## src/pkg/tx_desc_pkg.sv

```systemverilog
// Constants and types shared by the transmit data descriptor decoder
package tx_desc_pkg;
   // Second-word field positions
   localparam int LEN_LSB = 0;
   localparam int LEN_W = 20;
   localparam int TYPE_LSB = 20;
   localparam int TYPE_W = 4;
   localparam int CMD_LSB = 24;
   localparam int EXT_LSB = 36;
   localparam int OPT_LSB = 40;
   localparam int TAG_LSB = 48;
   // Command byte bits
   localparam int CMD_DELAY = 7;
   localparam int CMD_TAG = 6;
   localparam int CMD_EXTF = 5;
   localparam int CMD_REPORT = 3;
   localparam int CMD_SEG = 2;
   localparam int CMD_CRC = 1;
   localparam int CMD_LAST = 0;
   // Extended command and option bits
   localparam int EXT_STAMP = 0;
   localparam int OPT_L4 = 1;
   localparam int OPT_L3 = 0;
   // Tag field layout
   localparam int TAG_PRI_LSB = 13;
   localparam int TAG_CFI = 12;
   localparam int TAG_ID_W = 12;
   // Descriptor type codes
   localparam logic [3:0] TYPE_DATA = 4'h1;
   localparam logic [3:0] TYPE_CTX = 4'h0;
   // Status nibble
   localparam logic [2:0] STATUS_RSV = 3'h0;
   // Delay timer unit and derived cycles at 250 MHz
   localparam int DELAY_UNIT_NS = 1024;
   localparam int CLK_PERIOD_NS = 4;
   localparam int DELAY_UNIT_CYC = DELAY_UNIT_NS / CLK_PERIOD_NS;
   // Decoder states, Gray along the normal path
   typedef enum logic [1:0] {
      ST_IDLE = 2'b00,
      ST_FETCH = 2'b01,
      ST_FINISH = 2'b11,
      ST_WRBK = 2'b10
   } dec_state_e;
endpackage

```

## src/pkg/delay_timer_if.sv

```systemverilog
// Link between the decoder and its interrupt delay timer
`timescale 1ns/1ns
interface delay_timer_if #(parameter int W = 16);
   logic load;        // Reload countdown from value
   logic clear;       // Stop and zero the countdown
   logic [W-1:0] value; // Delay in timer units
   logic expire;      // One-cycle pulse at count zero
   modport ctrl (output load, output clear, output value, input expire);
   modport timer (input load, input clear, input value, output expire);
endinterface

```

## src/irq_delay_timer.sv

```systemverilog
// Transmit interrupt delay countdown in units of the delay tick
`timescale 1ns/1ns
module irq_delay_timer
   import tx_desc_pkg::*;
#(
   parameter int W = 16,
   parameter int TICK_CYC = DELAY_UNIT_CYC
) (
   input wire logic clk_i,
   input wire logic rst_b_i,
   delay_timer_if.timer tif
);
   typedef struct packed {
      logic [W-1:0] count; // Remaining units
      logic [15:0] pre;    // Cycles to next unit
      logic expire;        // Expiry pulse
   } timer_s;

   timer_s s;
   timer_s next_s;

   ////////////////////////////////////////////////////////////////////
   // Countdown: load restarts even if already running
   always_comb begin
      next_s = s;
      next_s.expire = 1'b0;
      if (tif.clear) begin
         next_s.count = '0;
         next_s.pre = '0;
      end else if (tif.load) begin
         next_s.count = tif.value;
         next_s.pre = 16'(TICK_CYC - 1);
      end else if (s.count != '0) begin
         if (s.pre == '0) begin
            // One unit elapsed
            next_s.pre = 16'(TICK_CYC - 1);
            next_s.count = s.count - 1'b1;
            next_s.expire = (s.count == W'(1));
         end else begin
            next_s.pre = s.pre - 1'b1;
         end
      end
   end

   // State register
   always_ff @(posedge clk_i or negedge rst_b_i) begin
      if (!rst_b_i) begin
         s <= '0;
      end else begin
         s <= next_s;
      end
   end

   assign tif.expire = s.expire;
endmodule

```

## src/tx_data_descriptor_decoder.sv

```systemverilog
// Transmit extended data descriptor decoder with fetch and write-back
`timescale 1ns/1ns
module tx_data_descriptor_decoder
   import tx_desc_pkg::*;
#(
   parameter int DW = 16,             // Delay value width
   parameter int TICK_CYC = DELAY_UNIT_CYC
) (
   input wire logic clk_i,
   input wire logic rst_b_i,
   input wire logic desc_valid_i,
   input wire logic [63:0] desc_addr_i,
   input wire logic [63:0] desc_info_i,
   output logic desc_ready_o,
   output logic fetch_req_o,
   output logic [63:0] fetch_addr_o,
   output logic [LEN_W-1:0] fetch_len_o,
   output logic fetch_seg_o,
   input wire logic fetch_done_i,
   output logic wb_req_o,
   output logic [3:0] wb_status_o,
   input wire logic wb_ack_i,
   input wire logic wb_burst_en_i,
   input wire logic [DW-1:0] delay_value_field_i,
   input wire logic writeback_irq_cause_i,
   input wire logic [15:0] tag_ethertype_register_i,
   output logic tx_irq_o,
   output logic pkt_done_o,
   output logic pkt_tag_insert_o,
   output logic pkt_crc_append_o,
   output logic [15:0] pkt_tag_ethertype_o,
   output logic [2:0] pkt_priority_field_o,
   output logic pkt_canonical_format_flag_o,
   output logic [TAG_ID_W-1:0] pkt_tag_id_o,
   output logic pkt_l4_checksum_insert_o,
   output logic pkt_l3_checksum_insert_o,
   output logic pkt_capture_transmit_time_o,
   output logic pkt_segmented_o,
   output logic ctx_desc_o,
   output logic bad_desc_o
);
   ////////////////////////////////////////////////////////////////////
   // Whole state of the decoder
   typedef struct packed {
      dec_state_e state;
      logic ready;              // Descriptor input ready
      logic f_req;              // Data fetch request level
      logic [63:0] f_addr;      // Buffer address
      logic [LEN_W-1:0] f_len;  // Buffer byte length
      logic f_seg;              // Segmentation context member
      logic wb_req;             // Write-back request level
      logic [3:0] wb_status;    // Status nibble written back
      logic irq;                // Interrupt pulse
      logic t_load;             // Timer reload pulse
      logic t_clear;            // Timer clear pulse
      logic [7:0] cmd;          // Command byte of current descriptor
      logic in_pkt;             // Packet in progress
      logic lat_seg;            // Packet uses segmentation
      logic lat_tag;            // Sampled tag insert flag
      logic lat_crc;            // Sampled FCS insert flag
      logic [15:0] lat_vtag;    // Sampled tag field
      logic lat_l4;             // Option: L4 checksum
      logic lat_l3;             // Option: L3 checksum
      logic lat_ts;             // Capture_transmit_time request
      logic p_done;             // Packet end pulse
      logic p_tag;
      logic p_crc;
      logic [15:0] p_etype;
      logic [15:0] p_vtag;
      logic p_l4;
      logic p_l3;
      logic p_ts;
      logic p_seg;
      logic ctx;                // Context descriptor pulse
      logic bad;                // Unknown descriptor pulse
   } dec_s;

   dec_s s;
   dec_s next_s;

   // Decoded fields of the incoming descriptor
   logic [7:0] in_cmd;
   logic [3:0] in_type;
   logic [LEN_W-1:0] in_len;
   logic [7:0] in_opt;
   logic [3:0] in_ext;
   logic [15:0] in_vtag;
   logic take;

   delay_timer_if #(.W(DW)) tif ();

   ////////////////////////////////////////////////////////////////////
   // Field extraction from the second word
   assign in_len = desc_info_i[LEN_LSB +: LEN_W];
   assign in_type = desc_info_i[TYPE_LSB +: TYPE_W];
   assign in_cmd = desc_info_i[CMD_LSB +: 8];
   assign in_ext = desc_info_i[EXT_LSB +: 4];
   assign in_opt = desc_info_i[OPT_LSB +: 8];
   assign in_vtag = desc_info_i[TAG_LSB +: 16];
   assign take = desc_valid_i && s.ready;

   // Bit test on a command byte
   function automatic logic cmd_bit(input logic [7:0] c, input int b);
      cmd_bit = c[b];
   endfunction

   ////////////////////////////////////////////////////////////////////
   // Next-state logic
   always_comb begin
      logic first;
      logic seg;
      first = 1'b0;
      seg = 1'b0;
      next_s = s;
      // Pulses default low
      next_s.irq = 1'b0;
      next_s.t_load = 1'b0;
      next_s.t_clear = 1'b0;
      next_s.p_done = 1'b0;
      next_s.ctx = 1'b0;
      next_s.bad = 1'b0;
      // Delayed interrupt on countdown expiry
      if (tif.expire && writeback_irq_cause_i) begin
         next_s.irq = 1'b1;
      end
      case (s.state)
         ST_IDLE: begin
            // Raise ready on the first edge after reset, so the first descriptor can be taken
            if (!s.ready) begin
               next_s.ready = 1'b1;
            end
            if (take) begin
               if (cmd_bit(in_cmd, CMD_EXTF) && in_type == TYPE_DATA) begin
                  // Reserved command and option bits never read
                  next_s.ready = 1'b0;
                  next_s.cmd = in_cmd;
                  first = !s.in_pkt;
                  seg = first ? cmd_bit(in_cmd, CMD_SEG) : s.lat_seg;
                  next_s.lat_seg = seg;
                  next_s.f_seg = cmd_bit(in_cmd, CMD_SEG);
                  if (first) begin
                     // Options only from first descriptor of a packet
                     next_s.lat_l4 = in_opt[OPT_L4];
                     next_s.lat_l3 = in_opt[OPT_L3];
                     next_s.lat_ts = in_ext[EXT_STAMP];
                  end
                  if ((first && seg) || (cmd_bit(in_cmd, CMD_LAST) && !seg)) begin
                     next_s.lat_tag = cmd_bit(in_cmd, CMD_TAG);
                     next_s.lat_crc = cmd_bit(in_cmd, CMD_CRC);
                     next_s.lat_vtag = in_vtag;
                  end
                  next_s.in_pkt = !cmd_bit(in_cmd, CMD_LAST);
                  // Delay timer reloads on every delayed report
                  if (cmd_bit(in_cmd, CMD_DELAY) && cmd_bit(in_cmd, CMD_REPORT)) begin
                     next_s.t_load = 1'b1;
                  end
                  if (desc_addr_i != '0 && in_len != '0) begin
                     next_s.f_req = 1'b1;
                     next_s.f_addr = desc_addr_i;
                     next_s.f_len = in_len;
                     next_s.state = ST_FETCH;
                  end else begin
                     // Null buffer: skip the fetch
                     next_s.state = ST_FINISH;
                  end
               end else if (cmd_bit(in_cmd, CMD_EXTF) && in_type == TYPE_CTX) begin
                  next_s.ctx = 1'b1;
               end else begin
                  next_s.bad = 1'b1;
               end
            end
         end
         ST_FETCH: begin
            // Hold request until the data mover finishes
            if (fetch_done_i) begin
               next_s.f_req = 1'b0;
               next_s.state = ST_FINISH;
            end
         end
         ST_FINISH: begin
            // Packet attributes at its last descriptor
            if (cmd_bit(s.cmd, CMD_LAST)) begin
               next_s.p_done = 1'b1;
               next_s.p_tag = s.lat_tag;
               next_s.p_crc = s.lat_tag || s.lat_crc;
               next_s.p_etype = s.lat_tag ? tag_ethertype_register_i : 16'h0000;
               next_s.p_vtag = s.lat_tag ? s.lat_vtag : 16'h0000;
               next_s.p_l4 = s.lat_l4;
               next_s.p_l3 = s.lat_l3;
               next_s.p_ts = s.lat_ts;
               next_s.p_seg = s.lat_seg;
            end
            if (cmd_bit(s.cmd, CMD_REPORT)) begin
               next_s.wb_status = {STATUS_RSV, 1'b1};
               // Bursting holds delayed write-backs for the timer
               next_s.wb_req = !(wb_burst_en_i && cmd_bit(s.cmd, CMD_DELAY));
               next_s.state = ST_WRBK;
            end else begin
               next_s.ready = 1'b1;
               next_s.state = ST_IDLE;
            end
         end
         ST_WRBK: begin
            if (!s.wb_req) begin
               // Held write-back released by expiry or burst off
               if (tif.expire || !wb_burst_en_i) begin
                  next_s.wb_req = 1'b1;
               end
            end else if (wb_ack_i) begin
               next_s.wb_req = 1'b0;
               if (!cmd_bit(s.cmd, CMD_DELAY)) begin
                  next_s.irq = 1'b1;
                  next_s.t_clear = 1'b1;
               end
               next_s.ready = 1'b1;
               next_s.state = ST_IDLE;
            end
         end
         default: begin
            next_s.state = ST_IDLE;
            next_s.ready = 1'b1;
         end
      endcase
   end

   ////////////////////////////////////////////////////////////////////
   // State register
   always_ff @(posedge clk_i or negedge rst_b_i) begin
      if (!rst_b_i) begin
         s <= '0;
      end else begin
         s <= next_s;
      end
   end

   ////////////////////////////////////////////////////////////////////
   // Interrupt delay timer
   assign tif.load = s.t_load;
   assign tif.clear = s.t_clear;
   assign tif.value = delay_value_field_i;

   irq_delay_timer #(
      .W(DW),
      .TICK_CYC(TICK_CYC)
   ) u_timer (
      .clk_i(clk_i),
      .rst_b_i(rst_b_i),
      .tif(tif)
   );

   ////////////////////////////////////////////////////////////////////
   // Outputs straight from the state register
   assign desc_ready_o = s.ready;
   assign fetch_req_o = s.f_req;
   assign fetch_addr_o = s.f_addr;
   assign fetch_len_o = s.f_len;
   assign fetch_seg_o = s.f_seg;
   assign wb_req_o = s.wb_req;
   assign wb_status_o = s.wb_status;
   assign tx_irq_o = s.irq;
   assign pkt_done_o = s.p_done;
   assign pkt_tag_insert_o = s.p_tag;
   assign pkt_crc_append_o = s.p_crc;
   assign pkt_tag_ethertype_o = s.p_etype;
   // Tag field split
   assign pkt_priority_field_o = s.p_vtag[TAG_PRI_LSB +: 3];
   assign pkt_canonical_format_flag_o = s.p_vtag[TAG_CFI];
   assign pkt_tag_id_o = s.p_vtag[TAG_ID_W-1:0];
   assign pkt_l4_checksum_insert_o = s.p_l4;
   assign pkt_l3_checksum_insert_o = s.p_l3;
   assign pkt_capture_transmit_time_o = s.p_ts;
   assign pkt_segmented_o = s.p_seg;
   assign ctx_desc_o = s.ctx;
   assign bad_desc_o = s.bad;
endmodule

```

## config.mk

```make
export PLATFORM = sky130hd
export DESIGN_NAME = tx_data_descriptor_decoder
export DESIGN_NICKNAME = d
export VERILOG_FILES = /design/src/pkg/tx_desc_pkg.sv /design/src/pkg/delay_timer_if.sv /design/src/irq_delay_timer.sv /design/src/tx_data_descriptor_decoder.sv
export SDC_FILE = /design/constraint.sdc
export NUM_CORES = 1
export LEC_CHECK = 0
export BUFFER_PORTS_ARGS = -buffer_cell sky130_fd_sc_hd__buf_2
export CORE_MARGIN = 10
export CORE_UTILIZATION = 46
export DETAILED_ROUTE_END_ITERATION = 7
export MAX_ROUTING_LAYER = met4
export PLACE_DENSITY = 0.76
export SYNTH_ARGS = -nofsm -noshare
export SYNTH_HDL_FRONTEND = slang
export SYNTH_SLANG_ARGS = --single-unit
```

## constraint.sdc

```tcl
create_clock -name clk_i -period 2.2 [get_ports clk_i]
set_input_delay 0.22 -clock clk_i [delete_from_list [all_inputs] [get_ports clk_i]]
set_output_delay 0.22 -clock clk_i [all_outputs]
set_load 0.005 [all_outputs]
```

==> qor.txt <==
Unique masters post-synth - 62
Total GRT Usage - 0.191
most common cell in the netlist - dfrtp_1
worst hold path startpoint - desc_info_i[54]
pwr/cell area - 959 nW/µm²
sequential area share after synthesis - 0.521
vias per inst - 5.20
final period utilization - 0.977
Die Area - 26400 µm²
CTS tree - yes
Layout Skew - 0.0115 ns
CTS clk-pin slew, worst paths - 0.08 ns
ys flop type - dfrtp_1
Reg-to-Reg Start - u_timer.s[10]
CP Class - register to register
total wire length - 25200 µm
Finish-stage setup viols - 0
Die Y - 162 µm
drt drc - 0
clock latency on the worst-skew pair - 0.43 ns
FMAX - 465 MHz
Async SR Flop Fraction - 1.00
area fraction of the dominant cell type after synthesis - 0.521
Fin Setup TNS - 0 ns
Critical Path AT - 2.48 ns
unrepaired setup endpoints after global routing - yes
HPWL after DPL - 19300 µm
Critical Path Start Type - register
R2R cell count - 5
Final #Nets - 1248
Hold Path Class - input port to register
layout overhead on the synthesized area - 24.7%
Post-synth top cells - dfrtp_1 (194), buf_4 (124), nand2_1 (91), mux2_2 (62), o21ai_0 (52)
critical path endpoint category - register
outcome - complete, no violations
Max clock buf depth - 2
first-pass GRT wire length - 39200 µm
Iter 0 DRT Violations - 438
final worst slack - 0.0502 ns
synthesized instance count - 843
Fin Hold WS - 0.0161 ns
number of global-route vias before repair - 7467
GRT overflow - 0
Pre-antenna DRT Iters - 5
gp weighted congestion - 0.943
max_cap viols - 0
# IOs - 301
Clk Tree Root Cell - clkbuf_16
placed cell areas - 10700 µm²
max_slew headroom - 0.503
clk sinks - 194
Placement Setup Slack - -0.258 ns
syn avg cell area - 11.1 µm²
top post-synthesis cells by area - dfrtp_1 (52%), buf_4 (10%), mux2_2 (7.5%)
largest net degree at the start of global routing - 55
Via Count - 7099
Cell Rows - 52
Synth warnings - 0
Mapped Area - 9320 µm²
Final Slew Violations - 0
Hold Fails Final Rpt - 0
Final Critical Period - 2.15 ns
post-layout util - 0.578
Leakage Power - 5.76 nW
Initial Util - 0.464
Buffers on Ports - 283
Worst-Margin Slew - 0.745 ns
Worst EP required - 2.53 ns
fill count - 1684
post-route cell area - 11600 µm²
H-tree depth - 4
reg2reg end - u_timer.s[26]
Hold EP - s[50]
R2R Setup Slk - 0.05 ns
worst vdd ir - 0.000529 V
initial antenna violation count - 4
WL per Instance - 18.5 µm
clock buffer count from CTS - 17
antenna viol nets, final - 0
Max FO, Critical Path - 6
Die W - 162 µm
area leader, netlist - dfrtp_1
core region area - 20100 µm²
Post-synth EDFFs - 0
WHS Path Cells - 2
Synth Register Bits - 194
layout cells sized above 1 - 0.454
## flip-flops by register name (all words and copies together), names as in the netlist, 3 cells and up
register and cells:
fetch_len_o 20, fetch_addr_o 64, s 29, pkt_tag_ethertype_o 16, pkt_tag_id_o 12, u_timer.s 32
pkt_priority_field_o 3
## critical path: stages, from the launching register on
cell	delay, ns
dfrtp_1	0.39
or4_4	0.57
nor3_4	0.24
o211ai_4	0.17
or4_1	0.41
a311oi_1	0.28
## per-layer routing
metal | vias up | part of all wire | GRT usage
met1 | 3440 | 0.41 | 0.228
li1 | 3340 | - | -
met3 | 42 | 0.072 | 0.0612
met5 | - | 0 | -
met4 | 0 | 0.028 | 0.0711
met2 | 277 | 0.49 | 0.297
## placed cells by master, fill, tap and decap left out, types with 3 or more instances in the layout
cell type        n
nor4_2           4
o211ai_1         6
a311oi_1         7
clkinv_8         3
mux2i_1          5
nor4_1          25
or4_1            8
dfrtp_1        194
a41o_1           3
dlygate4sd3_1    8
a21oi_1         18
nand4_1         10
nor3_1           8
clkbuf_16       19
buf_4           68
mux2_2          62
ha_1             3
o22ai_1          3
buf_2          282
mux2_1          49
buf_12           7
a21o_1           3
buf_6            3
o21ai_0         51
nand3_1          5
a211oi_1         5
xnor2_1          3
or2_2            4
inv_8            5
nor3_4           3
inv_1            9
conb_1           3
o31ai_1          5
diode_2          4
nand2_1         91
or3_1            4
nand3b_1         3
nor2_1          44
## timing repair
item,4_1_cts,5_1_grt
endpoints found under the hold margin,46,0
setup buffers,5,2
gates resized for setup,6,25
gates cloned,0,2
endpoints found under the setup margin,93,96
pin swaps,7,8
hold buffers,8,0
## power breakdown
group          internal, mW  switching [mW]  leakage (nW)
sequential             4.48           0.648          2.45
combinational          1.48            1.33          3.01
clock                  1.68            1.52         0.302
## cell families (layout without fill, tap and decap cells)
logic type,count (synthesis),after routing,synth area share
buffers and inverters,170,415,0.119
flip-flops,194,194,0.521
adder cells (fa/ha/maj),4,4,0.00537
XOR/XNOR,4,4,0.00376
AND/OR/NAND/NOR,233,233,0.127
other,1,7,0.000402
AO/OA/AOI/OAI,121,121,0.0835
multiplexers,116,116,0.140
## worst max path at each step
| stage | startpoint | endpoint | cells past startpoint |
|---|---|---|---|
| 4_1_cts | u_timer.s[1] | u_timer.s[13] | 7 |
| 3_5_place_dp | desc_info_i[21] | fetch_addr_o[62] | 7 |
| 2_1_floorplan | u_timer.s[1] | u_timer.s[13] | 7 |
| 5_1_grt | u_timer.s[17] | u_timer.s[21] | 7 |
| 6_report | u_timer.s[10] | u_timer.s[26] | 5 |
| 3_3_place_gp | desc_info_i[21] | fetch_addr_o[60] | 7 |
## stage by stage
step	total power, mW	std cells
after floorplan	7.05	845
after global placement	7.73	1311
after detailed placement	7.86	1311
after CTS	11.1	1356
after global routing	11.8	1364
final	11.1	1364
## final cells by class
type                            count  area [µm²]  area share
Multi-Input combinational cell    481        3510       0.302
Antenna cell                        4        10.0    0.000862
Timing Repair Buffer              371        2240       0.193
Clock inverter                     14         181      0.0156
Sequential cell                   194        4850       0.418
Tap cell                          270         338      0.0291
Clock buffer                       18         439      0.0378
Inverter                           12        45.0     0.00388
Note: power is estimated with default switching activity, not from simulation.
